--- src/logic/emb_pkg.sv ---
// Constants and types shared by the external memory bus interface.
// Assumes one clk period stands for one oscillator period of the bus timing.
package emb_pkg;

  localparam int unsigned CNT_W = 4;

  // Oscillator period equals the 50 MHz clock period.
  localparam int unsigned OSC_PERIOD_NS = 20;
  localparam int unsigned CLK_PERIOD_NS = 20;
  localparam logic [CNT_W-1:0] PERIOD_CYC = CNT_W'(OSC_PERIOD_NS / CLK_PERIOD_NS);

  // Slot lengths in oscillator periods.
  localparam logic [CNT_W-1:0] SLOT_LAST      = CNT_W'(6 * PERIOD_CYC - 1);
  localparam logic [CNT_W-1:0] DATA_SLOT_LAST = CNT_W'(12 * PERIOD_CYC - 1);

  // Phase positions within a slot.
  localparam logic [CNT_W-1:0] ALE_LEN     = CNT_W'(2 * PERIOD_CYC);
  localparam logic [CNT_W-1:0] FETCH_START = CNT_W'(3 * PERIOD_CYC);
  localparam logic [CNT_W-1:0] STB_START   = CNT_W'(5 * PERIOD_CYC);
  localparam logic [CNT_W-1:0] STB_END     = CNT_W'(11 * PERIOD_CYC - 1);

  localparam logic [16:0] ROM_BYTES = 17'h01000;

  localparam logic [CNT_W-1:0] CNT_RESET  = 4'h0;
  localparam logic [7:0]       BYTE_RESET = 8'h00;

  typedef enum logic [1:0] {
    SLOT_IDLE  = 2'b00,
    SLOT_FETCH = 2'b01,
    SLOT_DATA  = 2'b10
  } emb_slot_e;

endpackage

--- src/logic/emb_slot_timer.sv ---
// Period counter that paces the bus slots.
// Assumes the caller says whether the running slot is a long data slot.
`timescale 1ns/1ps
module emb_slot_timer #(
  parameter int unsigned CNT_W = emb_pkg::CNT_W
) (
  input  wire logic             clk,
  input  wire logic             rst,
  input  wire logic             long_slot,
  output logic      [CNT_W-1:0] cnt_ff,
  output logic      [CNT_W-1:0] nxt_cnt,
  output logic                  slot_end
);

  logic [CNT_W-1:0] last;

  assign last     = long_slot ? emb_pkg::DATA_SLOT_LAST : emb_pkg::SLOT_LAST;
  assign slot_end = (cnt_ff == last);
  assign nxt_cnt  = slot_end ? emb_pkg::CNT_RESET : CNT_W'(cnt_ff + 1'b1);

  always_ff @(posedge clk) begin
    if (rst) begin
      cnt_ff <= emb_pkg::CNT_RESET;
    end else begin
      cnt_ff <= nxt_cnt;
    end
  end

endmodule // emb_slot_timer

--- src/logic/emb_bus_ctrl.sv ---
// External memory bus controller: fetch and data cycles over a multiplexed bus.
// Assumes requests are synchronous to clk and external memory meets the strobe timing.
//
// Operation
// RQ1 - Fetch strobe pulses each six-period slot when fetching externally, not in data cycles.
// RQ2 - Fetch strobe stays high while code runs from on-chip memory.
// RQ3 - Address latch strobe pulses each six periods, omitted inside data cycles.
// RQ4 - External latch captures the low address byte on the latch strobe.
// RQ5 - Select high: on-chip fetch below 4096, external fetch above.
// RQ6 - Select low: every fetch goes to external program memory.
// RQ7 - High address byte is driven on the high port during external cycles.
// RQ8 - Low port carries the low address byte, then the data byte.
// RQ9 - External program memory drives the bus only while fetch strobe is low.
// RQ10 - Write strobe on alternate bit six; memory latches the low port byte.
// RQ11 - Read strobe on alternate bit seven; memory drives the low port.
// RQ12 - Read and write strobes work only when their port latch bit is one.
// RQ13 - A high level on the reset pin resets the block.
// RQ14 - Address, then latch strobe falls, then fetch strobe, released by next latch.
// RQ15 - Data strobe starts three periods after latch falls, lasts six periods.
`timescale 1ns/1ps
module emb_bus_ctrl #(
  parameter int unsigned ADDR_W = 16
) (
  input  wire logic              clk,
  input  wire logic              reset_n,
  input  wire logic              reset_standby_pin,
  input  wire logic              external_access_select_n,
  input  wire logic              alt_wr_latch,
  input  wire logic              alt_rd_latch,
  input  wire logic              fetch_req,
  input  wire logic [ADDR_W-1:0] program_counter,
  input  wire logic              xdata_req,
  input  wire logic              xdata_we,
  input  wire logic [ADDR_W-1:0] xdata_addr,
  input  wire logic [7:0]        xdata_wdata,
  input  wire logic [7:0]        low_addr_data_port_in,
  output logic      [7:0]        low_addr_data_port_out,
  output logic                   low_addr_data_port_oe_n,
  output logic      [7:0]        high_addr_port,
  output logic                   address_latch_strobe,
  output logic                   program_fetch_strobe_n,
  output logic                   data_write_strobe_n,
  output logic                   data_read_strobe_n,
  output logic                   fetch_taken,
  output logic                   fetch_done,
  output logic                   fetch_from_rom,
  output logic      [7:0]        instr_byte,
  output logic                   xdata_taken,
  output logic                   xdata_done,
  output logic      [7:0]        xdata_rdata
);

  localparam int unsigned CW = emb_pkg::CNT_W;

  ////////////////////////////////////////////////////////////////////////////////
  // Slot sequencing

  logic                  rst;
  logic [CW-1:0]         cnt_ff;
  logic [CW-1:0]         nxt_cnt;
  logic                  slot_end;
  emb_pkg::emb_slot_e    state_ff;
  emb_pkg::emb_slot_e    nxt_state;
  logic                  ext_ff;
  logic                  nxt_ext;
  logic                  we_ff;
  logic                  nxt_we;
  logic [ADDR_W-1:0]     addr_ff;
  logic [ADDR_W-1:0]     nxt_addr;
  logic [7:0]            wdata_ff;
  logic [7:0]            nxt_wdata;
  logic                  take_data;
  logic                  take_fetch;
  logic                  fetch_ext_sel;

  assign rst = !reset_n || reset_standby_pin; // RQ13

  emb_slot_timer #(.CNT_W(CW)) u_timer (
    .clk       (clk),
    .rst       (rst),
    .long_slot (state_ff == emb_pkg::SLOT_DATA),
    .cnt_ff    (cnt_ff),
    .nxt_cnt   (nxt_cnt),
    .slot_end  (slot_end)
  );

  // Data requests win a slot boundary over fetches.
  assign take_data  = slot_end && xdata_req;
  assign take_fetch = slot_end && !xdata_req && fetch_req;

  // Fetches below the on-chip size go internal only when the select pin is high.
  assign fetch_ext_sel = !external_access_select_n || // RQ6
                         ({1'b0, program_counter} >= emb_pkg::ROM_BYTES); // RQ5

  assign nxt_state = take_data  ? emb_pkg::SLOT_DATA  :
                     take_fetch ? emb_pkg::SLOT_FETCH :
                     slot_end   ? emb_pkg::SLOT_IDLE  : state_ff;
  assign nxt_ext   = take_fetch ? fetch_ext_sel : (take_data ? 1'b1 : ext_ff);
  assign nxt_we    = take_data  ? xdata_we : we_ff;
  assign nxt_addr  = take_data  ? xdata_addr : (take_fetch ? program_counter : addr_ff);
  assign nxt_wdata = take_data  ? xdata_wdata : wdata_ff;

  always_ff @(posedge clk) begin
    if (rst) begin
      state_ff <= emb_pkg::SLOT_IDLE;
      ext_ff   <= 1'b0;
      we_ff    <= 1'b0;
      addr_ff  <= '0;
      wdata_ff <= emb_pkg::BYTE_RESET;
    end else begin
      state_ff <= nxt_state;
      ext_ff   <= nxt_ext;
      we_ff    <= nxt_we;
      addr_ff  <= nxt_addr;
      wdata_ff <= nxt_wdata;
    end
  end

  ////////////////////////////////////////////////////////////////////////////////
  // Pin decode, looked ahead one cycle so the pins line up with cnt_ff

  logic       d_ext_cycle;
  logic       d_ale;
  logic       d_fetch;
  logic       d_strobe;
  logic       d_drive_addr;
  logic       d_drive_data;
  logic       fetch_act_ff;
  logic       strobe_ff;
  logic       fetch_end;
  logic       data_end;
  logic       ale_ff;
  logic       program_fetch_strobe_n_n_ff;
  logic       wr_n_ff;
  logic       rd_n_ff;
  logic [7:0] lo_ff;
  logic       lo_oe_n_ff;
  logic [7:0] hi_ff;

  assign d_ext_cycle  = (nxt_state == emb_pkg::SLOT_DATA) ||
                        ((nxt_state == emb_pkg::SLOT_FETCH) && nxt_ext);
  assign d_ale        = nxt_cnt < emb_pkg::ALE_LEN; // RQ3
  assign d_fetch      = (nxt_state == emb_pkg::SLOT_FETCH) &&
                        (nxt_cnt >= emb_pkg::FETCH_START); // RQ14
  assign d_strobe     = (nxt_state == emb_pkg::SLOT_DATA) &&
                        (nxt_cnt >= emb_pkg::STB_START) && (nxt_cnt <= emb_pkg::STB_END); // RQ15
  assign d_drive_addr = d_ext_cycle && d_ale;
  assign d_drive_data = (nxt_state == emb_pkg::SLOT_DATA) && nxt_we && !d_ale;
  assign fetch_end    = fetch_act_ff && !d_fetch;
  assign data_end     = strobe_ff && !d_strobe;

  always_ff @(posedge clk) begin
    if (rst) begin
      fetch_act_ff <= 1'b0;
      strobe_ff    <= 1'b0;
      ale_ff       <= 1'b0;
      program_fetch_strobe_n_n_ff    <= 1'b1;
      wr_n_ff      <= 1'b1;
      rd_n_ff      <= 1'b1;
      lo_ff        <= emb_pkg::BYTE_RESET;
      lo_oe_n_ff   <= 1'b1;
      hi_ff        <= emb_pkg::BYTE_RESET;
    end else begin
      fetch_act_ff <= d_fetch;
      strobe_ff    <= d_strobe;
      ale_ff       <= d_ale;
      program_fetch_strobe_n_n_ff    <= !(d_fetch && nxt_ext); // RQ1 RQ2
      wr_n_ff      <= !(d_strobe && nxt_we && alt_wr_latch); // RQ10 RQ12
      rd_n_ff      <= !(d_strobe && !nxt_we && alt_rd_latch); // RQ11 RQ12
      lo_ff        <= d_drive_data ? nxt_wdata : nxt_addr[7:0]; // RQ8
      lo_oe_n_ff   <= !(d_drive_addr || d_drive_data); // RQ8
      hi_ff        <= d_ext_cycle ? nxt_addr[15:8] : hi_ff; // RQ7
    end
  end

  ////////////////////////////////////////////////////////////////////////////////
  // Request handshakes and captured bytes

  logic       fetch_taken_ff;
  logic       xdata_taken_ff;
  logic       fetch_done_ff;
  logic       xdata_done_ff;
  logic       from_rom_ff;
  logic [7:0] instr_ff;
  logic [7:0] rdata_ff;

  // Bytes are sampled on the edge where the strobe rises, while memory still drives.
  always_ff @(posedge clk) begin
    if (rst) begin
      fetch_taken_ff <= 1'b0;
      xdata_taken_ff <= 1'b0;
      fetch_done_ff  <= 1'b0;
      xdata_done_ff  <= 1'b0;
      from_rom_ff    <= 1'b0;
      instr_ff       <= emb_pkg::BYTE_RESET;
      rdata_ff       <= emb_pkg::BYTE_RESET;
    end else begin
      fetch_taken_ff <= take_fetch;
      xdata_taken_ff <= take_data;
      fetch_done_ff  <= fetch_end;
      xdata_done_ff  <= data_end;
      from_rom_ff    <= fetch_end ? !ext_ff : from_rom_ff;
      instr_ff       <= (fetch_end && ext_ff) ? low_addr_data_port_in : instr_ff; // RQ9
      rdata_ff       <= (data_end && !we_ff) ? low_addr_data_port_in : rdata_ff; // RQ11
    end
  end

  assign low_addr_data_port_out  = lo_ff;
  assign low_addr_data_port_oe_n = lo_oe_n_ff;
  assign high_addr_port          = hi_ff;
  assign address_latch_strobe    = ale_ff; // RQ4
  assign program_fetch_strobe_n  = program_fetch_strobe_n_n_ff;
  assign data_write_strobe_n     = wr_n_ff;
  assign data_read_strobe_n      = rd_n_ff;
  assign fetch_taken             = fetch_taken_ff;
  assign fetch_done              = fetch_done_ff;
  assign fetch_from_rom          = from_rom_ff;
  assign instr_byte              = instr_ff;
  assign xdata_taken             = xdata_taken_ff;
  assign xdata_done              = xdata_done_ff;
  assign xdata_rdata             = rdata_ff;
endmodule // emb_bus_ctrl

--- config.mk ---
export PLATFORM = sky130hd
export DESIGN_NAME = emb_bus_ctrl
export DESIGN_NICKNAME = d
export VERILOG_FILES = /design/src/logic/emb_pkg.sv /design/src/logic/emb_slot_timer.sv /design/src/logic/emb_bus_ctrl.sv
export SDC_FILE = /design/constraint.sdc
export NUM_CORES = 1
export LEC_CHECK = 0
export BUFFER_PORTS_ARGS = -buffer_cell sky130_fd_sc_hd__buf_2
export CAP_MARGIN = 20
export CORE_UTILIZATION = 54
export DETAILED_ROUTE_END_ITERATION = 8
export PLACE_DENSITY = 0.84
export SLEW_MARGIN = 30
export SYNTH_ARGS = -nofsm -noshare
export SYNTH_HDL_FRONTEND = slang
export SYNTH_SLANG_ARGS = --single-unit
--- constraint.sdc ---
create_clock -name clk -period 3.3 [get_ports clk]
set_clock_uncertainty 0.2 [all_clocks]
set_input_delay 0.165 -clock clk [delete_from_list [all_inputs] [get_ports clk]]
set_output_delay 0.165 -clock clk [all_outputs]
set_load 0.03 [all_outputs]
==> impl_metrics.tcl, run 1 <==
set metrics [dict create \
    outcome "finished, violations left" \
    violations "hold timing" \
    cts_buffers 9 \
    start_util_pct 56.84 \
    synthTopCellsByCount "dfxtp_1 (76), nor2_1 (57), mux2i_1 (17)" \
    port_buffers 98 \
    endpoint_kind "register" \
    yosysTopAreaCell "dfxtp_1" \
    dp_hpwl_um 5046 \
    htreeDepth 3 \
    yosysWarnings 0 \
    required_ps 3340 \
    design.die.area_um2 6177 \
    grt_max_degree 35 \
    hold_viol 1 \
    dp_cells 477 \
    die_w_um 78.60 \
    vias_per_cell 5.602 \
    worstMarginPinSlew_ps 702.1 \
    path_cells "nand4bb_1 -> a2bb2oi_4 -> buf_4 -> nor2_8 -> mux2i_1 -> nand3_1 -> dlygate4sd3_1" \
    yosys-top-cells-area "dfxtp_1 (48%), nor2_1 (6.8%), mux2i_1 (5.4%)" \
    syn_nets 383 \
    max_slew_margin_pct 53.19 \
    area_growth_pct 32.15 \
    syn-cell-area_um2 3168 \
    slowest_stage "dlygate4sd3_1" \
    grt_first_pass_wirelength_um 13160 \
    cp_max_fo 21 \
    synth_area_per_cell_um2 9.808 \
    coreArea_um2 5574 \
    gr-usage-all-layers_pct 27.23 \
    place_area_um2 3666 \
    synthArstFlopShare_pct 0 \
    finalWirelength_um 8094 \
    wire_per_inst_um 15.48 \
    arrival_ps 3000 \
    p_per_area_nw_per_um2 423.8 \
    cts_root_buf "clkbuf_8" \
    hold_class "in -> reg" \
    timing.final.crit_share_pct 89.71 \
    leakage_nw 1.719 \
    yosysMostFrequentCell "dfxtp_1" \
    critPathMaxStageDelay_ps 560 \
    antenna_found_initial 0 \
    rsz0062_at_grt "false" \
    ys_types 51 \
    synth_cells 323 \
    final_cells 523 \
    synth_top_area_share_pct 48.03 \
    fp-row-count 27 \
    finalSetupViolations 0 \
    vias 2930 \
    detail-route-antenna-nets 0 \
    drt_iter0_drc 131 \
    holdWs_ps -7.540 \
    fmax_mhz 337.8 \
    critical_path.top_delay_family "buffers and inverters" \
    post_cts_buffers 0 \
    slew_viol_final 0 \
    layout-drive-gt1-share_pct 30.60 \
    drcViolationCount 0 \
    antenna_cells 0 \
    finalCriticalPeriod_ps 2961 \
    final_area_um2 4187 \
    insertion_delay_ps 350 \
    drt_pass1_iterations 4 \
    clock_path_buffers 2 \
    startpoint_type "register" \
    synth_edf_count 0 \
    critical_path_class "reg -> reg" \
    cts_tree "yes" \
    die-height_um 78.60 \
    ys_ff_latch 76 \
    tns_ps 0 \
    place_congestion 0.8009 \
    vdd_drop_max_mv 0.3201 \
    clkSlewWorstSetupHoldPaths_ps 90 \
    cp.buffers_inverters 2 \
    ys.flop_type "dfxtp_1" \
    yosysSeqAreaShare_pct 48.03 \
    grt_pass1_vias 2861 \
    fin_nets 506 \
    overflow 0 \
    max_cap_viol_count 0 \
    clock-sinks 76 \
    io_pins 99 \
]
-- cell families after synthesis --
group	after synthesis	share of synthesized area (%)
flip-flops	76	48.03
adder cells (fa/ha/maj)	3	1.185
buffers and inverters	28	4.700
XOR/XNOR	1	0.2765
multiplexers	25	8.215
AND/OR/NAND/NOR	122	19.79
AO/OA/AOI/OAI	68	17.81
-- power by group --
| part | switching (mW) | leakage [nW] | internal (mW) | total [mW] |
|---|---|---|---|---|
| logic | 0.0613 | 1.01 | 0.0599 | 0.121 |
| clock network | 0.357 | 0.0991 | 0.375 | 0.732 |
| registers | 0.00268 | 0.612 | 0.918 | 0.921 |
| total | 0.421 | 1.72 | 1.35 | 1.77 |
-- flip-flops by register name, summed over array words and instances (netlist names), 2 cells and up --
name / cells
state_ff: 2
xdata_rdata: 8
instr_byte: 8
u_timer.cnt_ff: 4
addr_ff: 16
low_addr_data_port_out: 8
wdata_ff: 8
high_addr_port: 8
-- layout make-up --
| cell class | instances | area, um^2 |
|---|---|---|
| Sequential cell | 76 | 1521 |
| Multi-Input combinational cell | 219 | 1511 |
| Fill cell | 377 | 1388 |
| Timing Repair Buffer | 133 | 828.3 |
| Clock buffer | 10 | 137.6 |
| Tap cell | 72 | 90.09 |
| Clock inverter | 6 | 71.32 |
| Inverter | 7 | 26.28 |
-- worst reg2reg max path: stages (launching register included) --
cell           delay (ps)
dfxtp_1               480
nand4bb_1             280
a2bb2oi_4             300
buf_4                 240
nor2_8                290
mux2i_1               400
nand3_1               110
dlygate4sd3_1         560
-- through the flow --
stage                     worst slack, ps  utilization, %  power, mW
after floorplan                      1139               -     0.9853
after global placement              568.1           65.77      1.033
after detailed placement            467.7           65.77      1.033
after CTS                           236.5           74.90      1.779
after global routing                201.3           75.11      1.832
final                               339.4           75.11      1.774
-- timing repair --
item | CTS | global route
hold endpoints to repair | 37 | 0
gates resized for setup | 0 | 1
hold buffers | 30 | 0
setup endpoints to repair | 0 | 1
-- per-layer routing --
metal	track usage [%]	vias to the layer above	share of wire, %	wire, um
li1	-	1427	-	-
met1	33.33	1371	43	3474
met2	47.04	117	49	4005
met3	4.884	15	5.7	460
met4	10.74	0	1.9	154
met5	0	-	0	0
-- layout by cell type (no fill, tap or decap), types with 2 or more instances in the layout --
cell	netlist	layout
mux2i_1	17	17
nand2b_1	4	3
buf_2	2	98
or3_1	7	7
buf_4	3	5
a31oi_1	3	3
and3_1	7	7
o21ai_1	2	2
clkinv_4	0	2
a221oi_1	8	8
ha_1	3	3
a21oi_1	8	8
nand2_1	10	10
mux2_2	8	8
nor2b_1	2	2
and4b_1	3	3
clkbuf_8	0	10
a32o_1	8	8
a22o_1	8	8
inv_1	7	7
nand3_1	13	13
o21ai_0	9	9
a21oi_2	2	2
dfxtp_1	76	76
nor2_1	57	57
o41ai_1	6	6
a32oi_1	2	2
nor3_1	10	10
dlygate4sd3_1	0	30
clkinvlp_4	0	2
-- worst paths after layout --
check,startpoint,cells past startpoint,slack (ps),endpoint
min reg2reg,high_addr_port[4],2,270,high_addr_port[4]
max,u_timer.cnt_ff[0],7,340,data_read_strobe_n
min,program_counter[6],4,-8,addr_ff[6]
max reg2reg,u_timer.cnt_ff[0],7,340,data_read_strobe_n
(Power assumes the default switching activity.)
==> inputs of run 2 (changes only) <==
--- a/config.mk
+++ b/config.mk
@@ -13,4 +13,5 @@
 export SLEW_MARGIN = 30
 export SYNTH_ARGS = -nofsm -noshare
 export SYNTH_HDL_FRONTEND = slang
+export SYNTH_HIERARCHICAL = 1
 export SYNTH_SLANG_ARGS = --single-unit
==> run 2 against run 1 <==
  * The run now ends clean
  * Core utilization is 1.1 points higher
  * Final area grew 0.18%
  * Worst hold slack better by 36 ps
  * Die area decreased by 2.5%
  * Clock power rose by 7.2%
  * Cell count is 0.96% lower
  * Global-route usage increased by 0.90 points
  * Sequential power about the same
  * Count of clock-buffer cells in the layout fell by 1
  * Synthesized cell count shrank 3.4%
  * Fmax is 5.9% lower
  * Critical endpoint is now addr_ff[10]
  * Largest cell class unchanged
==> impl_metrics.tcl, run 2 <==
set metrics [dict create \
    design.die.area_um2 6025 \
    clkSlewWorstSetupHoldPaths_ps 80 \
    required_ps 3330 \
    detail-route-antenna-nets 0 \
    antenna_cells 0 \
    grt_first_pass_wirelength_um 13100 \
    drcViolationCount 0 \
    timing.final.crit_share_pct 95.32 \
    vias 2901 \
    finalSetupViolations 0 \
    r2r_slack_ps 150 \
    finalWirelength_um 8096 \
    outcome "complete, no violations" \
    yosysWarnings 6 \
    coreArea_um2 5507 \
    max_cap_viol_count 0 \
    hold_viol 0 \
    synth_area_per_cell_um2 9.897 \
    grt_pass1_vias 2723 \
    final_cells 518 \
    final_area_um2 4194 \
    holdWs_ps 28.17 \
    cts_root_buf "clkbuf_8" \
    wire_per_inst_um 15.63 \
    regMostFlops "addr_ff" \
    setup.worst_path.end "addr_ff[10]" \
    synth_edf_count 0 \
    die-height_um 77.62 \
    fillers 369 \
    clock_path_buffers 2 \
    critical_path_class "reg -> reg" \
    max_slew_margin_pct 56.20 \
    fin_ws_ps 154.4 \
    syn-cell-area_um2 3088 \
    layout_common_cells "buf_2 (98), dfxtp_1 (76), dlygate4sd3_1 (34), nand2_1 (27), mux2i_1 (26)" \
    endpoint_kind "register" \
    timing.rr.end "addr_ff[10]" \
    synthArstFlopShare_pct 0 \
    htreeDepth 3 \
    clock-sinks 76 \
    arrival_ps 3180 \
    insertion_delay_ps 340 \
    tns_ps 0 \
    dp_hpwl_um 4979 \
    cp_max_fo 17 \
    pre_cts_ws_ps 332.4 \
    reg2reg_from "state_ff[1]" \
    largest_reg_flops 16 \
    fin_nets 499 \
    gr-usage-all-layers_pct 28.14 \
    leakage_nw 1.909 \
    port_buffers 98 \
    drt_pass1_iterations 7 \
    critPathLaunch "state_ff[1]" \
    ys_ff_latch 76 \
    rsz0062_at_grt "false" \
    fin_util_pct 76.16 \
    synth_top_area_share_pct 49.27 \
    area_growth_pct 35.82 \
    cts_tree "yes" \
    power.total_mw 1.824 \
    ys_types 43 \
    syn_nets 370 \
    yosysSeqAreaShare_pct 49.27 \
    p_per_area_nw_per_um2 435.0 \
    worstMarginPinSlew_ps 655.0 \
    start_util_pct 56.08 \
    final_common_cell "buf_2" \
    finalCriticalPeriod_ps 3146 \
    yosys-top-cells-area "dfxtp_1 (49%), mux2i_1 (8.4%), o22ai_1 (5.1%)" \
    io_pins 99 \
    place_area_um2 3628 \
    synth_cells 312 \
    vias_per_cell 5.600 \
    overflow 0 \
    die_w_um 77.62 \
    fp-row-count 27 \
    hold_class "in -> reg" \
    drt_iter0_drc 183 \
    vdd_drop_max_mv 0.2842 \
    layout-drive-gt1-share_pct 31.17 \
    ys.flop_type "dfxtp_1" \
    yosysTopAreaCell "dfxtp_1" \
    dp_cells 468 \
    cts_buffers 9 \
    grt_max_degree 31 \
    antenna_found_initial 0 \
    startpoint_type "register" \
    fmax_mhz 317.9 \
    yosysMostFrequentCell "dfxtp_1" \
    place_congestion 0.7533 \
    slew_viol_final 0 \
    synthTopCellsByCount "dfxtp_1 (76), nand2_1 (28), mux2i_1 (26)" \
    reg2reg_depth 8 \
]
==> run 2: cell count changes after synthesis, sizes merged, moves of 12 or more <==
cell / change
nand3: -12
nor2: -33
o22ai: +26
nand2: +19
==> run 2: routing by layer <==
metal  vias up  global-route usage (%)  routed length (um)
li1       1394                       -                   -
met1      1352                   34.92                3485
met2       136                   45.49                3959
met3        19                   7.059                 453
met4         0                   13.58                 198
met5         -                       0                   0
==> run 2: power breakdown <==
part	internal [mW]	switching, mW	total (mW)
Sequential	0.918	0.00213	0.920
Combinational	0.0620	0.0569	0.119
Clock	0.429	0.356	0.785
==> run 2: kinds of logic after synthesis <==
group           share of synthesized area (%)
buf+inv                                 4.295
mux                                     12.32
flops                                   49.27
fa+ha+maj                              0.4051
simple gates                            16.49
compound gates                          17.22
==> run 2: cell type report <==
| cell class | instances | area [um^2] | share of cell area, % |
|---|---|---|---|
| Clock buffer | 9 | 123.9 | 2.953 |
| Sequential cell | 76 | 1521 | 36.28 |
| Inverter | 6 | 22.52 | 0.5370 |
| Tap cell | 72 | 90.09 | 2.148 |
| Timing Repair Buffer | 141 | 898.4 | 21.42 |
| Clock inverter | 7 | 98.84 | 2.357 |
| Multi-Input combinational cell | 207 | 1439 | 34.31 |
==> run 2: critical path, stage by stage (launching register included) <==
cell and delay, ps:
dfxtp_1 330, nor2b_1 180, or4b_1 560, a21oi_2 290, buf_4 250, nand2_2 240, o22ai_1 240, a21oi_1 130
dlygate4sd3_1 620
==> run 2: what timing repair did <==
item,4_1_cts,5_1_grt
hold buffers,34,0
setup endpoints to repair,0,7
resized for setup,0,1
buffers inserted,0,0
hold endpoints to repair,35,0
==> run 2: worst min path at each step <==
| stage | from | endpoint | slack (ps) | depth (start not counted) |
|---|---|---|---|---|
| 6_report | xdata_addr[13] | addr_ff[13] | 30 | 3 |
| 5_1_grt | xdata_addr[13] | addr_ff[13] | 20 | 3 |
| 4_1_cts | xdata_addr[13] | addr_ff[13] | 5 | 3 |
| 3_5_place_dp | alt_rd_latch | data_read_strobe_n | 150 | 2 |
| 3_3_place_gp | alt_rd_latch | data_read_strobe_n | 140 | 2 |
| 2_1_floorplan | alt_rd_latch | data_read_strobe_n | 40 | 1 |
==> inputs of run 3 (changes only) <==
--- a/config.mk
+++ b/config.mk
@@ -7,9 +7,10 @@
 export LEC_CHECK = 0
 export BUFFER_PORTS_ARGS = -buffer_cell sky130_fd_sc_hd__buf_2
 export CAP_MARGIN = 20
-export CORE_UTILIZATION = 54
+export CORE_UTILIZATION = 52
+export CTS_BUF_LIST = sky130_fd_sc_hd__clkbuf_8
 export DETAILED_ROUTE_END_ITERATION = 8
-export PLACE_DENSITY = 0.84
+export PLACE_DENSITY = 0.81
 export SLEW_MARGIN = 30
 export SYNTH_ARGS = -nofsm -noshare
 export SYNTH_HDL_FRONTEND = slang
==> constraint.sdc (replaced) <==
create_clock -name clk -period 2.9 [get_ports clk]
set_clock_uncertainty 0.2 [all_clocks]
set_input_delay 0.145 -clock clk [delete_from_list [all_inputs] [get_ports clk]]
set_output_delay 0.145 -clock clk [all_outputs]
set_load 0.03 [all_outputs]
==> run 3 against run 2 <==
  * Combinational power is 24% higher
  * First-iteration DRC count decreased by 18%
  * Global-route usage decreased by 1.9 points
  * Die area rose by 3.7%
  * Non-clock buffer count grew 12
  * Worst setup slack lost 13 ps
  * Highest routed layer unchanged
  * Clock power decreased by 10%
  * Sequential power increased by 14%
  * Final area increased by 1.7%
  * Power up 4.1%
==> impl_metrics.tcl, run 3 (synthesis gave the netlist of run 2 again) <==
set metrics [dict create \
    cts_tree "yes" \
    area_growth_pct 38.09 \
    clock-sinks 76 \
    port_buffers 98 \
    finalSetupViolations 0 \
    vias 2906 \
    reg2reg_depth 7 \
    critical_path_class "reg -> reg" \
    p_per_area_nw_per_um2 445.2 \
    holdPathStages 4 \
    die-height_um 79.06 \
    detail-route-antenna-nets 0 \
    layout_common_cells "buf_2 (98), dfxtp_1 (76), dlygate4sd3_1 (35), nand2_1 (27)" \
    fillers 388 \
    regMostFlops "addr_ff" \
    htreeDepth 3 \
    coreArea_um2 5608 \
    grt_max_degree 42 \
    timing.rr.end "low_addr_data_port_out[2]" \
    io_pins 99 \
    fin_nets 511 \
    cts_root_buf "clkbuf_8" \
    layout-drive-gt1-share_pct 32.60 \
    outcome "complete, no violations" \
    finalCriticalPeriod_ps 2759 \
    clkSlewWorstSetupHoldPaths_ps 80 \
    rsz0062_at_grt "false" \
    regArea_um2 1521 \
    grtUsageMet1_pct 31.58 \
    grt_first_pass_wirelength_um 12500 \
    cp_max_fo 8 \
    wire_per_inst_um 15.20 \
    hold_viol 0 \
    holdWs_ps 9.795 \
    max_cap_viol_count 0 \
    clock_path_buffers 2 \
    required_ps 2960 \
    timing.final.crit_share_pct 95.14 \
    hold_class "in -> reg" \
    multiInputGateArea_um2 1459 \
    grt_pass1_vias 2724 \
    vdd_drop_max_mv 0.2909 \
    insertion_delay_ps 350 \
    use_met3_pct 5.287 \
    drt_iter0_drc 150 \
    r2r_slack_ps 140 \
    fin_ws_ps 141.0 \
    overflow 0 \
    tns_ps 0 \
    gr-usage-all-layers_pct 26.24 \
    setup.worst_path.end "low_addr_data_port_out[2]" \
    leakage_nw 1.938 \
    finalWirelength_um 8039 \
    dp_hpwl_um 5140 \
    drt_pass1_iterations 4 \
    cts_buffers 9 \
    max_slew_margin_pct 63.16 \
    fin_util_pct 76.04 \
    start_util_pct 55.06 \
    worstMarginPinSlew_ps 552.0 \
    endpoint_kind "register" \
    grtUsageMet2_pct 45.26 \
    reg2reg_from "state_ff[1]" \
    die_w_um 79.06 \
    largest_reg_flops 16 \
    place_congestion 0.8423 \
    design.die.area_um2 6250 \
    critPathLaunch "state_ff[1]" \
    grt-busiest-layer "met2" \
    vias_per_cell 5.493 \
    arrival_ps 2820 \
    fp-row-count 27 \
    startpoint_type "register" \
    antenna_found_initial 0 \
    power.total_mw 1.898 \
    final_common_cell "buf_2" \
    antenna_cells 0 \
    pre_cts_ws_ps -67.98 \
    fmax_mhz 362.5 \
    drcViolationCount 0 \
    slew_viol_final 0 \
]
-- run 3: area by class of cell --
type                            count  area share [%]
Sequential cell                    76           35.68
Multi-Input combinational cell    207           34.21
Timing Repair Buffer              153           23.53
Clock buffer                       10           3.228
Tap cell                           72           2.113
Clock inverter                      5          0.7042
Inverter                            6          0.5282
-- run 3: metrics by stage --
step	cell area (um^2)	instances
6_report	4264	529
5_1_grt	4264	529
4_1_cts	4215	526
3_5_place_dp	3689	476
3_3_place_gp	3689	476
2_1_floorplan	3088	312
-- run 3: worst min-delay path by stage --
stage	slack, ps	endpoint	from
2_1_floorplan	20	data_read_strobe_n	alt_rd_latch
3_3_place_gp	120	data_read_strobe_n	alt_rd_latch
3_5_place_dp	140	data_read_strobe_n	alt_rd_latch
4_1_cts	6	addr_ff[6]	xdata_addr[6]
5_1_grt	20	addr_ff[7]	xdata_addr[7]
6_report	10	addr_ff[6]	xdata_addr[6]
-- run 3: per-layer routing --
metal / wire, um / up-vias / part of all wire (%)
met4: 209 / 0 / 2.6
met2: 3938 / 100 / 49
met5: 0 / - / 0
met1: 3531 / 1380 / 44
li1: - / 1408 / -
met3: 359 / 18 / 4.5
-- run 3: what timing repair did --
item	in CTS	in global routing
hold buffers	35	0
endpoints found under the hold margin	35	0
gates resized for setup	1	4
endpoints found under the setup margin	8	38
buffers inserted	0	3
pin swaps	0	2
-- run 3: critical path, cell delays in order (launching register included) --
cell	delay (ps)
dfxtp_1	320
nor2b_1	150
or4b_1	580
a21oi_4	250
nand2_2	170
o21a_1	180
or3_1	530
a211oi_1	280
-- run 3: report_power, final --
part	internal, mW	switching (mW)
Combinational	0.0786	0.0684
Clock	0.324	0.380
Sequential	1.04	0.00225
